[src/common/audio_if_pkg.sv]
// Register map, field layout and carrier types of the audio field block.
`default_nettype none

package audio_if_pkg;

    // ********************************************
    // Bus geometry and register indices
    // ********************************************
    localparam int ADDR_W   = 10;
    localparam int IDX_W    = 8;
    localparam int WORD_LSB = 2;
    localparam int DATA_W   = 32;
    localparam int STRB_W   = DATA_W / 8;

    localparam logic [IDX_W-1:0] IDX_CODING     = 8'h91;
    localparam logic [IDX_W-1:0] IDX_RATE       = 8'h92;
    localparam logic [IDX_W-1:0] IDX_BITRATE    = 8'h93;
    localparam logic [IDX_W-1:0] IDX_SPEAKER    = 8'h94;
    localparam logic [IDX_W-1:0] IDX_DOWNMIX    = 8'h95;
    localparam logic [IDX_W-1:0] IDX_FLAGS_A    = 8'h87;
    localparam logic [IDX_W-1:0] IDX_FLAGS_B    = 8'h8f;
    localparam logic [IDX_W-1:0] IDX_FLAGS_C    = 8'h97;
    localparam logic [IDX_W-1:0] IDX_IRQ_STATUS = 8'hc0;
    localparam logic [IDX_W-1:0] IDX_IRQ_MASK   = 8'hc1;

    // ********************************************
    // Field positions
    // ********************************************
    localparam int CODING_LSB   = 4;
    localparam int CHAN_LSB     = 0;
    localparam int RATE_LSB     = 2;
    localparam int SIZE_LSB     = 0;
    localparam int PROHIBIT_BIT = 7;
    localparam int LEVEL_LSB    = 3;
    localparam int AUDIO_FLAG   = 1;
    localparam int IRQ_AUDIO    = 0;

    localparam logic [1:0] RESP_OKAY   = 2'h0;
    localparam logic [1:0] RESP_SLVERR = 2'h2;

    // ********************************************
    // Carrier types
    // ********************************************
    typedef struct packed {
        logic [7:0] coding_chan;
        logic [7:0] rate_size;
        logic [7:0] bitrate;
        logic [7:0] speaker;
        logic [7:0] downmix;
    } audio_frame_s;

    typedef struct packed {
        logic [3:0] coding_type_code;
        logic [2:0] channel_count_code;
        logic [2:0] sample_rate_code;
        logic [1:0] sample_size_code;
        logic [7:0] max_bitrate;
        logic [7:0] speaker_allocation_code;
        logic       downmix_prohibit;
        logic [3:0] level_shift_value;
    } audio_fields_s;

    localparam audio_fields_s FIELDS_RESET = '0;

endpackage

`default_nettype wire

[src/hdl/audio_infoframe_field_regs.sv]
// Register bank reporting the fields of the latest audio infoframe.
//
// Register access is over an AXI4-Lite slave port (axil_register_port).
`default_nettype none

module audio_infoframe_field_regs
    import audio_if_pkg::*;
(
    input  wire logic              clk,
    input  wire logic              rst,
    input  wire logic              frame_valid,
    input  wire audio_frame_s      frame_bytes,
    output var  audio_fields_s     audio_fields,
    output var  logic              irq,
    input  wire logic [ADDR_W-1:0] awaddr,
    input  wire logic              awvalid,
    output var  logic              awready,
    input  wire logic [DATA_W-1:0] wdata,
    input  wire logic [STRB_W-1:0] wstrb,
    input  wire logic              wvalid,
    output var  logic              wready,
    output var  logic [1:0]        bresp,
    output var  logic              bvalid,
    input  wire logic              bready,
    input  wire logic [ADDR_W-1:0] araddr,
    input  wire logic              arvalid,
    output var  logic              arready,
    output var  logic [DATA_W-1:0] rdata,
    output var  logic [1:0]        rresp,
    output var  logic              rvalid,
    input  wire logic              rready
);

    logic              changed;
    logic              wr_fire;
    logic [IDX_W-1:0]  wr_idx;
    logic [DATA_W-1:0] wr_data;
    logic              wr_lane0;
    logic              wr_hit;
    logic              rd_fire;
    logic [IDX_W-1:0]  rd_idx;
    logic [DATA_W-1:0] rd_value;
    logic              rd_hit;
    logic              audio_flag;
    logic              irq_status;
    logic              irq_mask;
    logic              flag_read;
    logic              status_clear;

    // ********************************************
    // Address decoding
    // ********************************************
    function automatic logic is_flag_copy(input logic [IDX_W-1:0] idx);
        if (idx == IDX_FLAGS_A) begin
            return 1'b1;
        end else if (idx == IDX_FLAGS_B) begin
            return 1'b1;
        end else if (idx == IDX_FLAGS_C) begin
            return 1'b1;
        end else begin
            return 1'b0;
        end
    endfunction

    function automatic logic is_writable(input logic [IDX_W-1:0] idx);
        if (idx == IDX_IRQ_STATUS) begin
            return 1'b1;
        end else if (idx == IDX_IRQ_MASK) begin
            return 1'b1;
        end else begin
            return 1'b0;
        end
    endfunction

    // ********************************************
    // Sub-blocks
    // ********************************************
    infoframe_capture u_capture (
        .clk         (clk),
        .rst         (rst),
        .frame_valid (frame_valid),
        .frame_bytes (frame_bytes),
        .fields      (audio_fields),
        .changed     (changed)
    );

    axil_register_port u_port (
        .clk      (clk),
        .rst      (rst),
        .awaddr   (awaddr),
        .awvalid  (awvalid),
        .awready  (awready),
        .wdata    (wdata),
        .wstrb    (wstrb),
        .wvalid   (wvalid),
        .wready   (wready),
        .bresp    (bresp),
        .bvalid   (bvalid),
        .bready   (bready),
        .araddr   (araddr),
        .arvalid  (arvalid),
        .arready  (arready),
        .rdata    (rdata),
        .rresp    (rresp),
        .rvalid   (rvalid),
        .rready   (rready),
        .wr_fire  (wr_fire),
        .wr_idx   (wr_idx),
        .wr_data  (wr_data),
        .wr_lane0 (wr_lane0),
        .wr_hit   (wr_hit),
        .rd_fire  (rd_fire),
        .rd_idx   (rd_idx),
        .rd_value (rd_value),
        .rd_hit   (rd_hit)
    );

    // ********************************************
    // Read multiplexer
    // ********************************************
    assign wr_hit = is_writable(wr_idx);

    always_comb begin
        rd_value = '0;
        rd_hit   = 1'b1;
        if (rd_idx == IDX_CODING) begin
            rd_value[CODING_LSB +: 4] = audio_fields.coding_type_code;
            rd_value[CHAN_LSB +: 3] = audio_fields.channel_count_code;
        end else if (rd_idx == IDX_RATE) begin
            rd_value[RATE_LSB +: 3] = audio_fields.sample_rate_code;
            rd_value[SIZE_LSB +: 2] = audio_fields.sample_size_code;
        end else if (rd_idx == IDX_BITRATE) begin
            rd_value[7:0] = audio_fields.max_bitrate;
        end else if (rd_idx == IDX_SPEAKER) begin
            rd_value[7:0] = audio_fields.speaker_allocation_code;
        end else if (rd_idx == IDX_DOWNMIX) begin
            rd_value[PROHIBIT_BIT] = audio_fields.downmix_prohibit;
            rd_value[LEVEL_LSB +: 4] = audio_fields.level_shift_value;
        end else if (is_flag_copy(rd_idx)) begin
            rd_value[AUDIO_FLAG] = audio_flag;
        end else if (rd_idx == IDX_IRQ_STATUS) begin
            rd_value[IRQ_AUDIO] = irq_status;
        end else if (rd_idx == IDX_IRQ_MASK) begin
            rd_value[IRQ_AUDIO] = irq_mask;
        end else begin
            rd_hit = 1'b0;
        end
    end

    // ********************************************
    // Change flag
    // ********************************************
    assign flag_read = rd_fire && is_flag_copy(rd_idx);

    always_ff @(posedge clk) begin
        if (rst) begin
            audio_flag <= 1'b0;
        end else if (changed) begin
            audio_flag <= 1'b1;
        end else if (flag_read) begin
            audio_flag <= 1'b0;
        end
    end

    // ********************************************
    // Interrupt status and mask
    // ********************************************
    assign status_clear = wr_fire && wr_lane0 &&
                          (wr_idx == IDX_IRQ_STATUS) && wr_data[IRQ_AUDIO];

    always_ff @(posedge clk) begin
        if (rst) begin
            irq_status <= 1'b0;
        end else if (changed) begin
            irq_status <= 1'b1;
        end else if (status_clear) begin
            irq_status <= 1'b0;
        end
    end

    always_ff @(posedge clk) begin
        if (rst) begin
            irq_mask <= 1'b0;
        end else if (wr_fire && wr_lane0 && (wr_idx == IDX_IRQ_MASK)) begin
            irq_mask <= wr_data[IRQ_AUDIO];
        end
    end

    assign irq = irq_status && irq_mask;
endmodule

`default_nettype wire

[src/hdl/infoframe_capture.sv]
// Holder of the decoded audio infoframe fields with change detection.
`default_nettype none

module infoframe_capture
    import audio_if_pkg::*;
(
    input  wire logic          clk,
    input  wire logic          rst,
    input  wire logic          frame_valid,
    input  wire audio_frame_s  frame_bytes,
    output var  audio_fields_s fields,
    output var  logic          changed
);

    audio_fields_s next_fields;

    // ********************************************
    // Unpacking of the received bytes
    // ********************************************
    always_comb begin
        next_fields = FIELDS_RESET;
        next_fields.coding_type_code =
            frame_bytes.coding_chan[CODING_LSB +: 4];
        next_fields.channel_count_code =
            frame_bytes.coding_chan[CHAN_LSB +: 3];
        next_fields.sample_rate_code =
            frame_bytes.rate_size[RATE_LSB +: 3];
        next_fields.sample_size_code =
            frame_bytes.rate_size[SIZE_LSB +: 2];
        next_fields.max_bitrate = frame_bytes.bitrate;
        next_fields.speaker_allocation_code = frame_bytes.speaker;
        next_fields.downmix_prohibit = frame_bytes.downmix[PROHIBIT_BIT];
        next_fields.level_shift_value =
            frame_bytes.downmix[LEVEL_LSB +: 4];
    end

    // ********************************************
    // Field store
    // ********************************************
    always_ff @(posedge clk) begin
        if (rst) begin
            fields  <= FIELDS_RESET;
            changed <= 1'b0;
        end else begin
            changed <= frame_valid && (next_fields != fields);
            if (frame_valid) begin
                fields <= next_fields;
            end
        end
    end

endmodule

`default_nettype wire

[src/hdl/axil_register_port.sv]
// AXI4-Lite slave front end that turns bus traffic into register strobes.
`default_nettype none

module axil_register_port
    import audio_if_pkg::*;
(
    input  wire logic              clk,
    input  wire logic              rst,
    input  wire logic [ADDR_W-1:0] awaddr,
    input  wire logic              awvalid,
    output var  logic              awready,
    input  wire logic [DATA_W-1:0] wdata,
    input  wire logic [STRB_W-1:0] wstrb,
    input  wire logic              wvalid,
    output var  logic              wready,
    output var  logic [1:0]        bresp,
    output var  logic              bvalid,
    input  wire logic              bready,
    input  wire logic [ADDR_W-1:0] araddr,
    input  wire logic              arvalid,
    output var  logic              arready,
    output var  logic [DATA_W-1:0] rdata,
    output var  logic [1:0]        rresp,
    output var  logic              rvalid,
    input  wire logic              rready,
    output var  logic              wr_fire,
    output var  logic [IDX_W-1:0]  wr_idx,
    output var  logic [DATA_W-1:0] wr_data,
    output var  logic              wr_lane0,
    input  wire logic              wr_hit,
    output var  logic              rd_fire,
    output var  logic [IDX_W-1:0]  rd_idx,
    input  wire logic [DATA_W-1:0] rd_value,
    input  wire logic              rd_hit
);

    logic              aw_held;
    logic              w_held;
    logic [STRB_W-1:0] w_strb;

    // ********************************************
    // Write channels
    // ********************************************
    assign awready  = !aw_held;
    assign wready   = !w_held;
    assign wr_fire  = aw_held && w_held && !bvalid;
    assign wr_lane0 = w_strb[0];

    always_ff @(posedge clk) begin
        if (rst) begin
            aw_held <= 1'b0;
            wr_idx  <= '0;
        end else if (wr_fire) begin
            aw_held <= 1'b0;
        end else if (awvalid && awready) begin
            aw_held <= 1'b1;
            wr_idx  <= awaddr[WORD_LSB +: IDX_W];
        end
    end

    always_ff @(posedge clk) begin
        if (rst) begin
            w_held  <= 1'b0;
            wr_data <= '0;
            w_strb  <= '0;
        end else if (wr_fire) begin
            w_held <= 1'b0;
        end else if (wvalid && wready) begin
            w_held  <= 1'b1;
            wr_data <= wdata;
            w_strb  <= wstrb;
        end
    end

    always_ff @(posedge clk) begin
        if (rst) begin
            bvalid <= 1'b0;
            bresp  <= RESP_OKAY;
        end else if (wr_fire) begin
            bvalid <= 1'b1;
            bresp  <= wr_hit ? RESP_OKAY : RESP_SLVERR;
        end else if (bready) begin
            bvalid <= 1'b0;
        end
    end

    // ********************************************
    // Read channels
    // ********************************************
    assign arready = !rvalid;
    assign rd_fire = arvalid && arready;
    assign rd_idx  = araddr[WORD_LSB +: IDX_W];

    always_ff @(posedge clk) begin
        if (rst) begin
            rvalid <= 1'b0;
            rdata  <= '0;
            rresp  <= RESP_OKAY;
        end else if (rd_fire) begin
            rvalid <= 1'b1;
            rdata  <= rd_value;
            rresp  <= rd_hit ? RESP_OKAY : RESP_SLVERR;
        end else if (rready) begin
            rvalid <= 1'b0;
        end
    end

endmodule

`default_nettype wire

[config.mk]
export PLATFORM = sky130hd
export DESIGN_NAME = audio_infoframe_field_regs
export DESIGN_NICKNAME = d
export VERILOG_FILES = /design/src/common/audio_if_pkg.sv /design/src/hdl/audio_infoframe_field_regs.sv /design/src/hdl/infoframe_capture.sv /design/src/hdl/axil_register_port.sv
export SDC_FILE = /design/constraint.sdc
export NUM_CORES = 1
export LEC_CHECK = 0
export ABC_AREA = 1
export BUFFER_PORTS_ARGS = -buffer_cell sky130_fd_sc_hd__buf_2
export CAP_MARGIN = 10
export CORE_MARGIN = 2
export CORE_UTILIZATION = 45
export CTS_CLUSTER_DIAMETER = 80
export DETAILED_ROUTE_END_ITERATION = 10
export GPL_ROUTABILITY_DRIVEN = 0
export HOLD_SLACK_MARGIN = 0.03
export PLACE_DENSITY = 0.81
export SLEW_MARGIN = 20
export SYNTH_ARGS = -nofsm -noshare
export SYNTH_HDL_FRONTEND = slang
export SYNTH_SLANG_ARGS = --single-unit
[constraint.sdc]
create_clock -name clk -period 1.46 [get_ports clk]
set_clock_uncertainty 0.1 [all_clocks]
set_input_delay 0.219 -clock clk [delete_from_list [all_inputs] [get_ports clk]]
set_output_delay 0.219 -clock clk [all_outputs]
set_load 0.01 [all_outputs]
# Word-level counts from Yosys, hierarchy flattened
# Cells that the tools add are included.
op_classes:
  eq_ne: 13
  n_bitwise: 1
  n_mul: 0
  shift: 0
  order_cmp: 0
  n_div: 0
  addsub: 0
  reduce_logical: 23
  mux: 43
ops:
  columns: ["cell", "n"]
  rows:
  - ["$eq A8 B8 Y1 const B", 12]
  - ["$ne A33 B33 Y1", 1]
  - ["$mux W1", 32]
  - ["$mux W5", 3]
  - ["$logic_and A1 B1 Y1", 12]
  - ["$mux W2", 4]
  - ["$mux W8", 1]
  - ["$reduce_bool A2 Y1", 4]
  - ["$mux W3", 2]
  - ["$logic_not A1 Y1", 4]
  - ["$mux W4", 1]
  - ["$reduce_and A2 Y1", 2]
  - ["$reduce_or A2 Y1", 1]
  - ["$not A1 Y1", 1]
totals:
  latchBits: 0
  out_inout_bits: 75
  word_cells: 102
  mem_bits_rw: 0
  in_bits: 104
  rom_bits: 0
  memories: 0
  regBits: 63

# Depth between registers and ports, before layout
# Gate-level depths: netlist of run 1.
depth:
  depth_word: 16
  depth_mapped: 10
  ltp_nobuf: 9

# By module
# From an unflattened synthesis of run 1, not the netlist that was laid out.
hier_totals:
  hier_cells: 767
  area_unflattened_um2: 5317.6
by_module_without_submodules:
  columns: ["mod", "n_inst", "cells_each", "area_per_inst_um2", "seq_area_each_um2"]
  rows:
  - ["axil_register_port", 1, 360, 2931.6, 1581.5]
  - ["infoframe_capture", 1, 266, 1702.9, 680.7]
  - ["audio_infoframe_field_regs", 1, 141, 683.2, 60.1]

# Worst setup path before layout of run 1
# OpenSTA, ideal clock, no wires.
synth_timing:
  path_kind: "reg2reg"
  start: "reg u_port.rvalid"
  end: "reg u_port.rdata[1]"
  setup_ns: 0.117
  synth_period_minus_slack_ns: 1.321
  required_ns: 1.243
  path_buffers: 1
  t_arrival_ns: 1.104
  stages_incl_launch_ff: 8
  setup_slack_ns: 0.139
  cell_sequence: "dfxtp_1 -> inv_1 -> nand2_1 -> inv_1 -> buf_2 -> o211ai_1 -> nor2_1 -> nor2_1"
synth_between:
  elab_chain_len: 2
synth_rtl:
  columns: ["item", "line", "source"]
  rows:
  - ["start: declaration", "axil_register_port.sv:24", "output var logic rvalid,"]
  - ["start signal: assignment", "axil_register_port.sv:96", "rvalid <= 1'b0;"]
  - ["start signal: assignment", "axil_register_port.sv:100", "rvalid <= 1'b1;"]
  - ["start signal: assignment", "axil_register_port.sv:104", "rvalid <= 1'b0;"]
  - ["$logic_not A1 Y1", "axil_register_port.sv:90", "assign arready = !rvalid;"]
  - ["named net arready", "audio_infoframe_field_regs.sv:27", "output var logic arready,"]
  - ["$logic_and A1 B1 Y1", "axil_register_port.sv:91", "assign rd_fire = arvalid && arready;"]
  - ["end signal: assignment", "axil_register_port.sv:101", "rdata <= rd_value;"]
  - ["end: declaration", "axil_register_port.sv:22", "output var logic [DATA_W-1:0] rdata,"]
# The timed path passes the listed nets, and every way through them passes these cells.
# A chain may end at the register's enable or synchronous reset.

# Worst setup path in the final report of run 1
layout_timing:
  start: "in frame_bytes[8] in the netlist's numbering"
  end: "reg u_capture.changed"
layout_between:
  elab_chain_len: 2
layout_rtl:
  columns: ["item", "line", "source"]
  rows:
  - ["start: declaration", "audio_infoframe_field_regs.sv:12", "input wire audio_frame_s frame_bytes,"]
  - ["$ne A33 B33 Y1", "infoframe_capture.sv:45", "changed <= frame_valid && (next_fields != fields);"]
  - ["$logic_and A1 B1 Y1", "infoframe_capture.sv:45", null]
  - ["end signal: assignment", "infoframe_capture.sv:45", null]
  - ["end: declaration", "infoframe_capture.sv:12", "output var logic changed"]
# No other way between the ends.

==> flow_metrics.tcl, run 1 <==
set metrics [dict create \
    post_cts_buffers 0 \
    ant_nets 0 \
    synth_top_cell_area_share 0.372 \
    combPwrFrac 0.175 \
    syn_inst 484 \
    required_ps 1600 \
    insertion_delay_ps 350 \
    finalHoldViolCount 0 \
    critical_path.max_stage_delay_ps 540 \
    met2_wirelength_microns 4330 \
    rsz0062_at_grt "false" \
    postSynthAreaPerCell_sq_um 6.78 \
    intPower_mw 3.06 \
    crit_path_frequent_cell "nor2_1" \
    crit_type "input port to flop" \
    syn-cell-area_sq_mm 0.00328 \
    ys_top_cells_by_area "dfxtp_1 37%, nor2_1 10%, o21ai_0 8.8%" \
    io_buffer_count 107 \
    clockBufferDepth 2 \
    cts_root_buf "clkbuf_8" \
    switchingPower_mw 1.24 \
    gr-total-overflow 0 \
    die_h_microns 89.4 \
    drt-initial-drc-count 215 \
    drt-met1-wl_microns 3840 \
    rows 31 \
    finalCritPeriodShare 0.937 \
    die_area_sq_mm 0.00799 \
    hpwl_microns 6640 \
    cp-end-kind "flop" \
    wl_met3_microns 663 \
    final_common_cell "buf_2" \
    switching_share 0.289 \
    drv_slew 0 \
    pwr-share-seq 0.436 \
    via_per_inst 4.91 \
    antenna-diode-count 0 \
    hold_path_class "input port to flop" \
    area_delta_synth_final_pct 30.2 \
    synth_cell_types 28 \
    yosysTopAreaCell "dfxtp_1" \
    path_buf_inv 2 \
    arrival_ps 1510 \
    cts_sinks 61 \
    grt_pass1_vias 3088 \
    grt_max_degree 54 \
    cts_buffers 9 \
    grt_pass1_wl_microns 13900 \
    min_period_ps 1370 \
    p_clk_frac 0.389 \
    peakVddDrop_uv 714 \
    clk_pin_slew_worst_paths_ps 80 \
    drt-pass1-iter-count 5 \
    start_util 0.457 \
    leakage_nw 2.19 \
    nets 713 \
    htreeDepth 3 \
    coreArea_sq_mm 0.00718 \
    placed_area_sq_mm 0.00389 \
    crit_chain "dlygate4sd3_1 -> buf_2 -> xor2_1 -> nor3_2 -> nand3_1 -> nor2_1 -> nor2_1" \
    wl_per_cell_microns 12.8 \
    ys_seq_area_frac 0.372 \
    ios 179 \
    layout_common_cells "105 x buf_2, 84 x nor2_1, 71 x nand2_1" \
    die_w_microns 89.4 \
    setup_viol 0 \
    worst-path-max-fanout 2 \
    cp_top_family "buffers and inverters" \
    fin_tns_setup_ps 0 \
    cp_slowest_cell "dlygate4sd3_1" \
    cap_violations 0 \
    drc 0 \
    vias 3500 \
    synth_seq_cells 61 \
    ys_warn_count 0 \
    cp-start-kind "input port" \
    routed_wl_microns 9110 \
    drive_above_1_share 0.257 \
    antenna_found_initial 0 \
    status "complete, no violations" \
    track_usage 0.228 \
    p_per_area_mw_per_mm2 1010 \
    topRoutingLayerUsed "met4" \
    cts_tree "built" \
    timing.fmax_ghz 0.731 \
    stdcell_area_sq_mm 0.00427 \
]
==> power by group through the flow <==
stage	Clock [mW]	Sequential (mW)	Combinational, mW
2_1_floorplan	0	1.93	0.431
3_3_place_gp	0	1.90	0.685
3_5_place_dp	0	1.91	0.703
4_1_cts	1.69	1.87	0.739
5_1_grt	1.76	1.89	0.842
6_report	1.68	1.88	0.754
==> metrics by stage <==
stage               hold slack, ps   util  power, mW  cells  setup slack [ps]
global placement               339  0.542       2.59    684              42.1
CTS                           31.1  0.594       4.30    715              23.9
detailed placement             347  0.542       2.61    684              9.87
global route                  37.5  0.596       4.49    713              16.1
floorplan                      254      -       2.36    509               139
finish                        31.8  0.596       4.31    713              91.6
==> synth_stat cells (all sizes together) <==
| library cell | n |
|---|---|
| nor2 | 94 |
| nand2 | 77 |
| dfxtp | 61 |
| o21ai | 59 |
| inv | 56 |
| buf | 32 |
| a21oi | 31 |
| nand3 | 25 |
| xor2 | 16 |
| clkbuf | 10 |
| xnor2 | 10 |
| nor3 | 3 |
| o211ai | 3 |
| nand4 | 2 |
| o21bai | 2 |
| and2 | 1 |
| conb | 1 |
| o21a | 1 |
==> worst register-to-register path, cell delays in order (launching register included) <==
cell and delay, ps:
dfxtp_2 350, inv_1 70, nand2_1 50, nand2_1 60, nor2_2 140, nand3_1 90
nor2_1 120, nand3_1 90, nor2_1 120, nor2_1 60
==> final timing paths <==
| kind | from | to | slack (ps) | depth (start not counted) |
|---|---|---|---|---|
| setup / recovery | frame_bytes[8] | u_capture.changed | 90 | 7 |
| hold / removal | frame_bytes[27] | u_capture.fields[24] | 30 | 3 |
| setup reg to reg | u_capture.fields[32] | u_capture.changed | 110 | 9 |
| hold reg to reg | u_port.wr_idx[3] | u_port.wr_idx[3] | 360 | 2 |
==> routing by layer <==
layer,global-route usage,vias to the layer above
met2,0.364,164
met3,0.0554,27
li1,-,1728
met4,0.117,0
met5,0,-
met1,0.285,1581
==> area by class of cell <==
class / count / area, sq um
fillers: 636 / 2900
multi-input cells: 350 / 1700
flip-flops and latches: 61 / 1230
repair buffers: 131 / 796
inverters: 56 / 210
clock buffers: 9 / 124
well taps: 99 / 124
clock inverters: 7 / 98.8
==> logic make-up after synthesis <==
logic type | after synthesis | share of synthesized area
buf+inv | 98 | 0.146
flops | 61 | 0.372
simple gates | 202 | 0.258
xor+xnor | 26 | 0.0694
other cells | 1 | 0.00114
compound gates | 96 | 0.154
==> registers in the layout, indices dropped and copies added, names as in the netlist <==
signal,count
audio_flag,1
irq_mask,1
irq_status,1
u_capture.changed,1
u_capture.fields,33
u_port.aw_held,1
u_port.bresp,1
u_port.bvalid,1
u_port.rdata,8
u_port.rresp,1
u_port.rvalid,1
u_port.w_held,1
u_port.w_strb,1
u_port.wr_data,1
u_port.wr_idx,8
==> timing repair <==
item / 4_1_cts / 5_1_grt
setup endpoints to repair: 0 / 10
hold endpoints to repair: 15 / 0
hold buffers: 15 / 0
gates resized for setup: 0 / 13
Power figures use the tool's default switching activity.
==> run 2: changes to the inputs <==
--- a/config.mk
+++ b/config.mk
@@ -9,13 +9,15 @@
 export BUFFER_PORTS_ARGS = -buffer_cell sky130_fd_sc_hd__buf_2
 export CAP_MARGIN = 10
 export CORE_MARGIN = 2
-export CORE_UTILIZATION = 45
+export CORE_UTILIZATION = 53
 export CTS_CLUSTER_DIAMETER = 80
 export DETAILED_ROUTE_END_ITERATION = 10
 export GPL_ROUTABILITY_DRIVEN = 0
 export HOLD_SLACK_MARGIN = 0.03
-export PLACE_DENSITY = 0.81
+export PLACE_DENSITY = 0.83
+export SKIP_CTS_REPAIR_TIMING = 1
 export SLEW_MARGIN = 20
 export SYNTH_ARGS = -nofsm -noshare
 export SYNTH_HDL_FRONTEND = slang
+export SYNTH_HIERARCHICAL = 1
 export SYNTH_SLANG_ARGS = --single-unit
==> constraint.sdc (replaced) <==
create_clock -name clk -period 1.6 [get_ports clk]
set_clock_uncertainty 0.1 [all_clocks]
set_input_delay 0.24 -clock clk [delete_from_list [all_inputs] [get_ports clk]]
set_output_delay 0.24 -clock clk [all_outputs]
set_load 0.01 [all_outputs]
==> flow_metrics.tcl, run 2 <==
set metrics [dict create \
    antenna_found_initial 0 \
    syn_inst 639 \
    cp-start-kind "flop" \
    gr-total-overflow 0 \
    drive_above_1_share 0.221 \
    via_per_inst 4.90 \
    finalNonFillerCells 881 \
    die_h_microns 93.4 \
    drt-pass1-iter-count 5 \
    start_util 0.548 \
    stdcell_area_sq_mm 0.00520 \
    reg_top3 "u_capture/fields: 33 flops, u_port/rdata: 32 flops, u_port/wr_idx: 8 flops" \
    rsz0062_at_grt "false" \
    combPwrFrac 0.163 \
    wl_per_cell_microns 11.8 \
    grt_pass1_wl_microns 16500 \
    grt_pass1_vias 3801 \
    rrSetupSlack_ps 220 \
    switchingPower_mw 1.43 \
    required_ps 1750 \
    worst_slack_ps 221 \
    track_usage 0.236 \
    cts_sinks 85 \
    timing.fmax_ghz 0.725 \
    setup_viol 0 \
    htreeDepth 3 \
    timing.slew.headroom 0.668 \
    finalCritPeriodShare 0.862 \
    die_w_microns 93.4 \
    fin_tns_setup_ps 0 \
    worstMarginPinSlew_ps 497 \
    ys_warn_count 6 \
    hold_path_class "input port to flop" \
    holdWs_ps 39.0 \
    cap_violations 0 \
    status "complete, no violations" \
    fillers 702 \
    fin_util 0.672 \
    p_per_area_mw_per_mm2 990 \
    place_ws_ps 30.8 \
    arrival_ps 1530 \
    drc 0 \
    final_common_cell "nor2_1" \
    clk_pin_slew_worst_paths_ps 90 \
    pwr-share-seq 0.467 \
    rows 32 \
    largest_register "u_capture/fields" \
    io_buffer_count 131 \
    nets 878 \
    routed_wl_microns 10400 \
    syn-cell-area_sq_mm 0.00424 \
    cp-end-kind "flop" \
    p_clk_frac 0.369 \
    crit_type "flop to flop" \
    insertion_delay_ps 350 \
    leakage_nw 2.74 \
    peakVddDrop_uv 509 \
    finalHoldViolCount 0 \
    die_area_sq_mm 0.00872 \
    worst-path-max-fanout 5 \
    multiInputGateArea_sq_mm 0.00208 \
    ff_latch_area_sq_mm 0.00170 \
    postSynthAreaPerCell_sq_um 6.63 \
    antenna-diode-count 0 \
    total_power_mw 5.14 \
    drv_slew 0 \
    coreArea_sq_mm 0.00773 \
    intPower_mw 3.71 \
    ant_nets 0 \
    cts_tree "built" \
    area_delta_synth_final_pct 22.7 \
    place_inst 865 \
    ios 179 \
    largest_reg_flops 33 \
    clockBufferDepth 2 \
    drt-initial-drc-count 193 \
    min_period_ps 1380 \
    vias 4321 \
    hpwl_microns 7860 \
    switching_share 0.278 \
    grt_max_degree 41 \
    cts_root_buf "clkbuf_8" \
    layout_common_cells "156 x nor2_1, 131 x buf_2, 121 x nand2_1" \
    placed_area_sq_mm 0.00494 \
    cts_buffers 9 \
]
[run 2: layout make-up]
cell class | instances | area share
clock buffers | 10 | 0.0265
repair buffers | 136 | 0.141
inverters | 79 | 0.0585
clock inverters | 6 | 0.0224
multi-input cells | 463 | 0.400
well taps | 102 | 0.0246
flip-flops and latches | 85 | 0.327
[run 2: final timing paths]
path / from / to / depth (start not counted)
max: u_capture/fields[24] / u_capture/changed / 9
min: awaddr[7] / u_port/wr_idx[5] / 3
max reg2reg: u_capture/fields[24] / u_capture/changed / 9
min reg2reg: u_capture/changed / irq_status / 2
[run 2: critical path, cell delays in order, from the launching register on]
cell and delay (ps):
dfxtp_1 420, inv_1 60, nand2_1 50, nand2_1 40, nor2_1 120, nand2_1 70
nor2_1 140, nand3_1 130, nor2_1 110, nor2_1 40
[run 2: power groups by stage]
| stage | logic (mW) | clock network, mW | registers (mW) |
|---|---|---|---|
| 6_report | 0.841 | 1.90 | 2.40 |
| 3_5_place_dp | 0.838 | 0 | 2.45 |
| 2_1_floorplan | 0.504 | 0 | 2.49 |
| 4_1_cts | 0.840 | 1.93 | 2.41 |
| 3_3_place_gp | 0.807 | 0 | 2.44 |
| 5_1_grt | 0.946 | 2.03 | 2.43 |
[run 2: layer usage]
metal / track usage / share of wire
met5: 0 / 0
met4: 0.103 / 0.026
met3: 0.0483 / 0.077
met2: 0.400 / 0.47
met1: 0.289 / 0.43
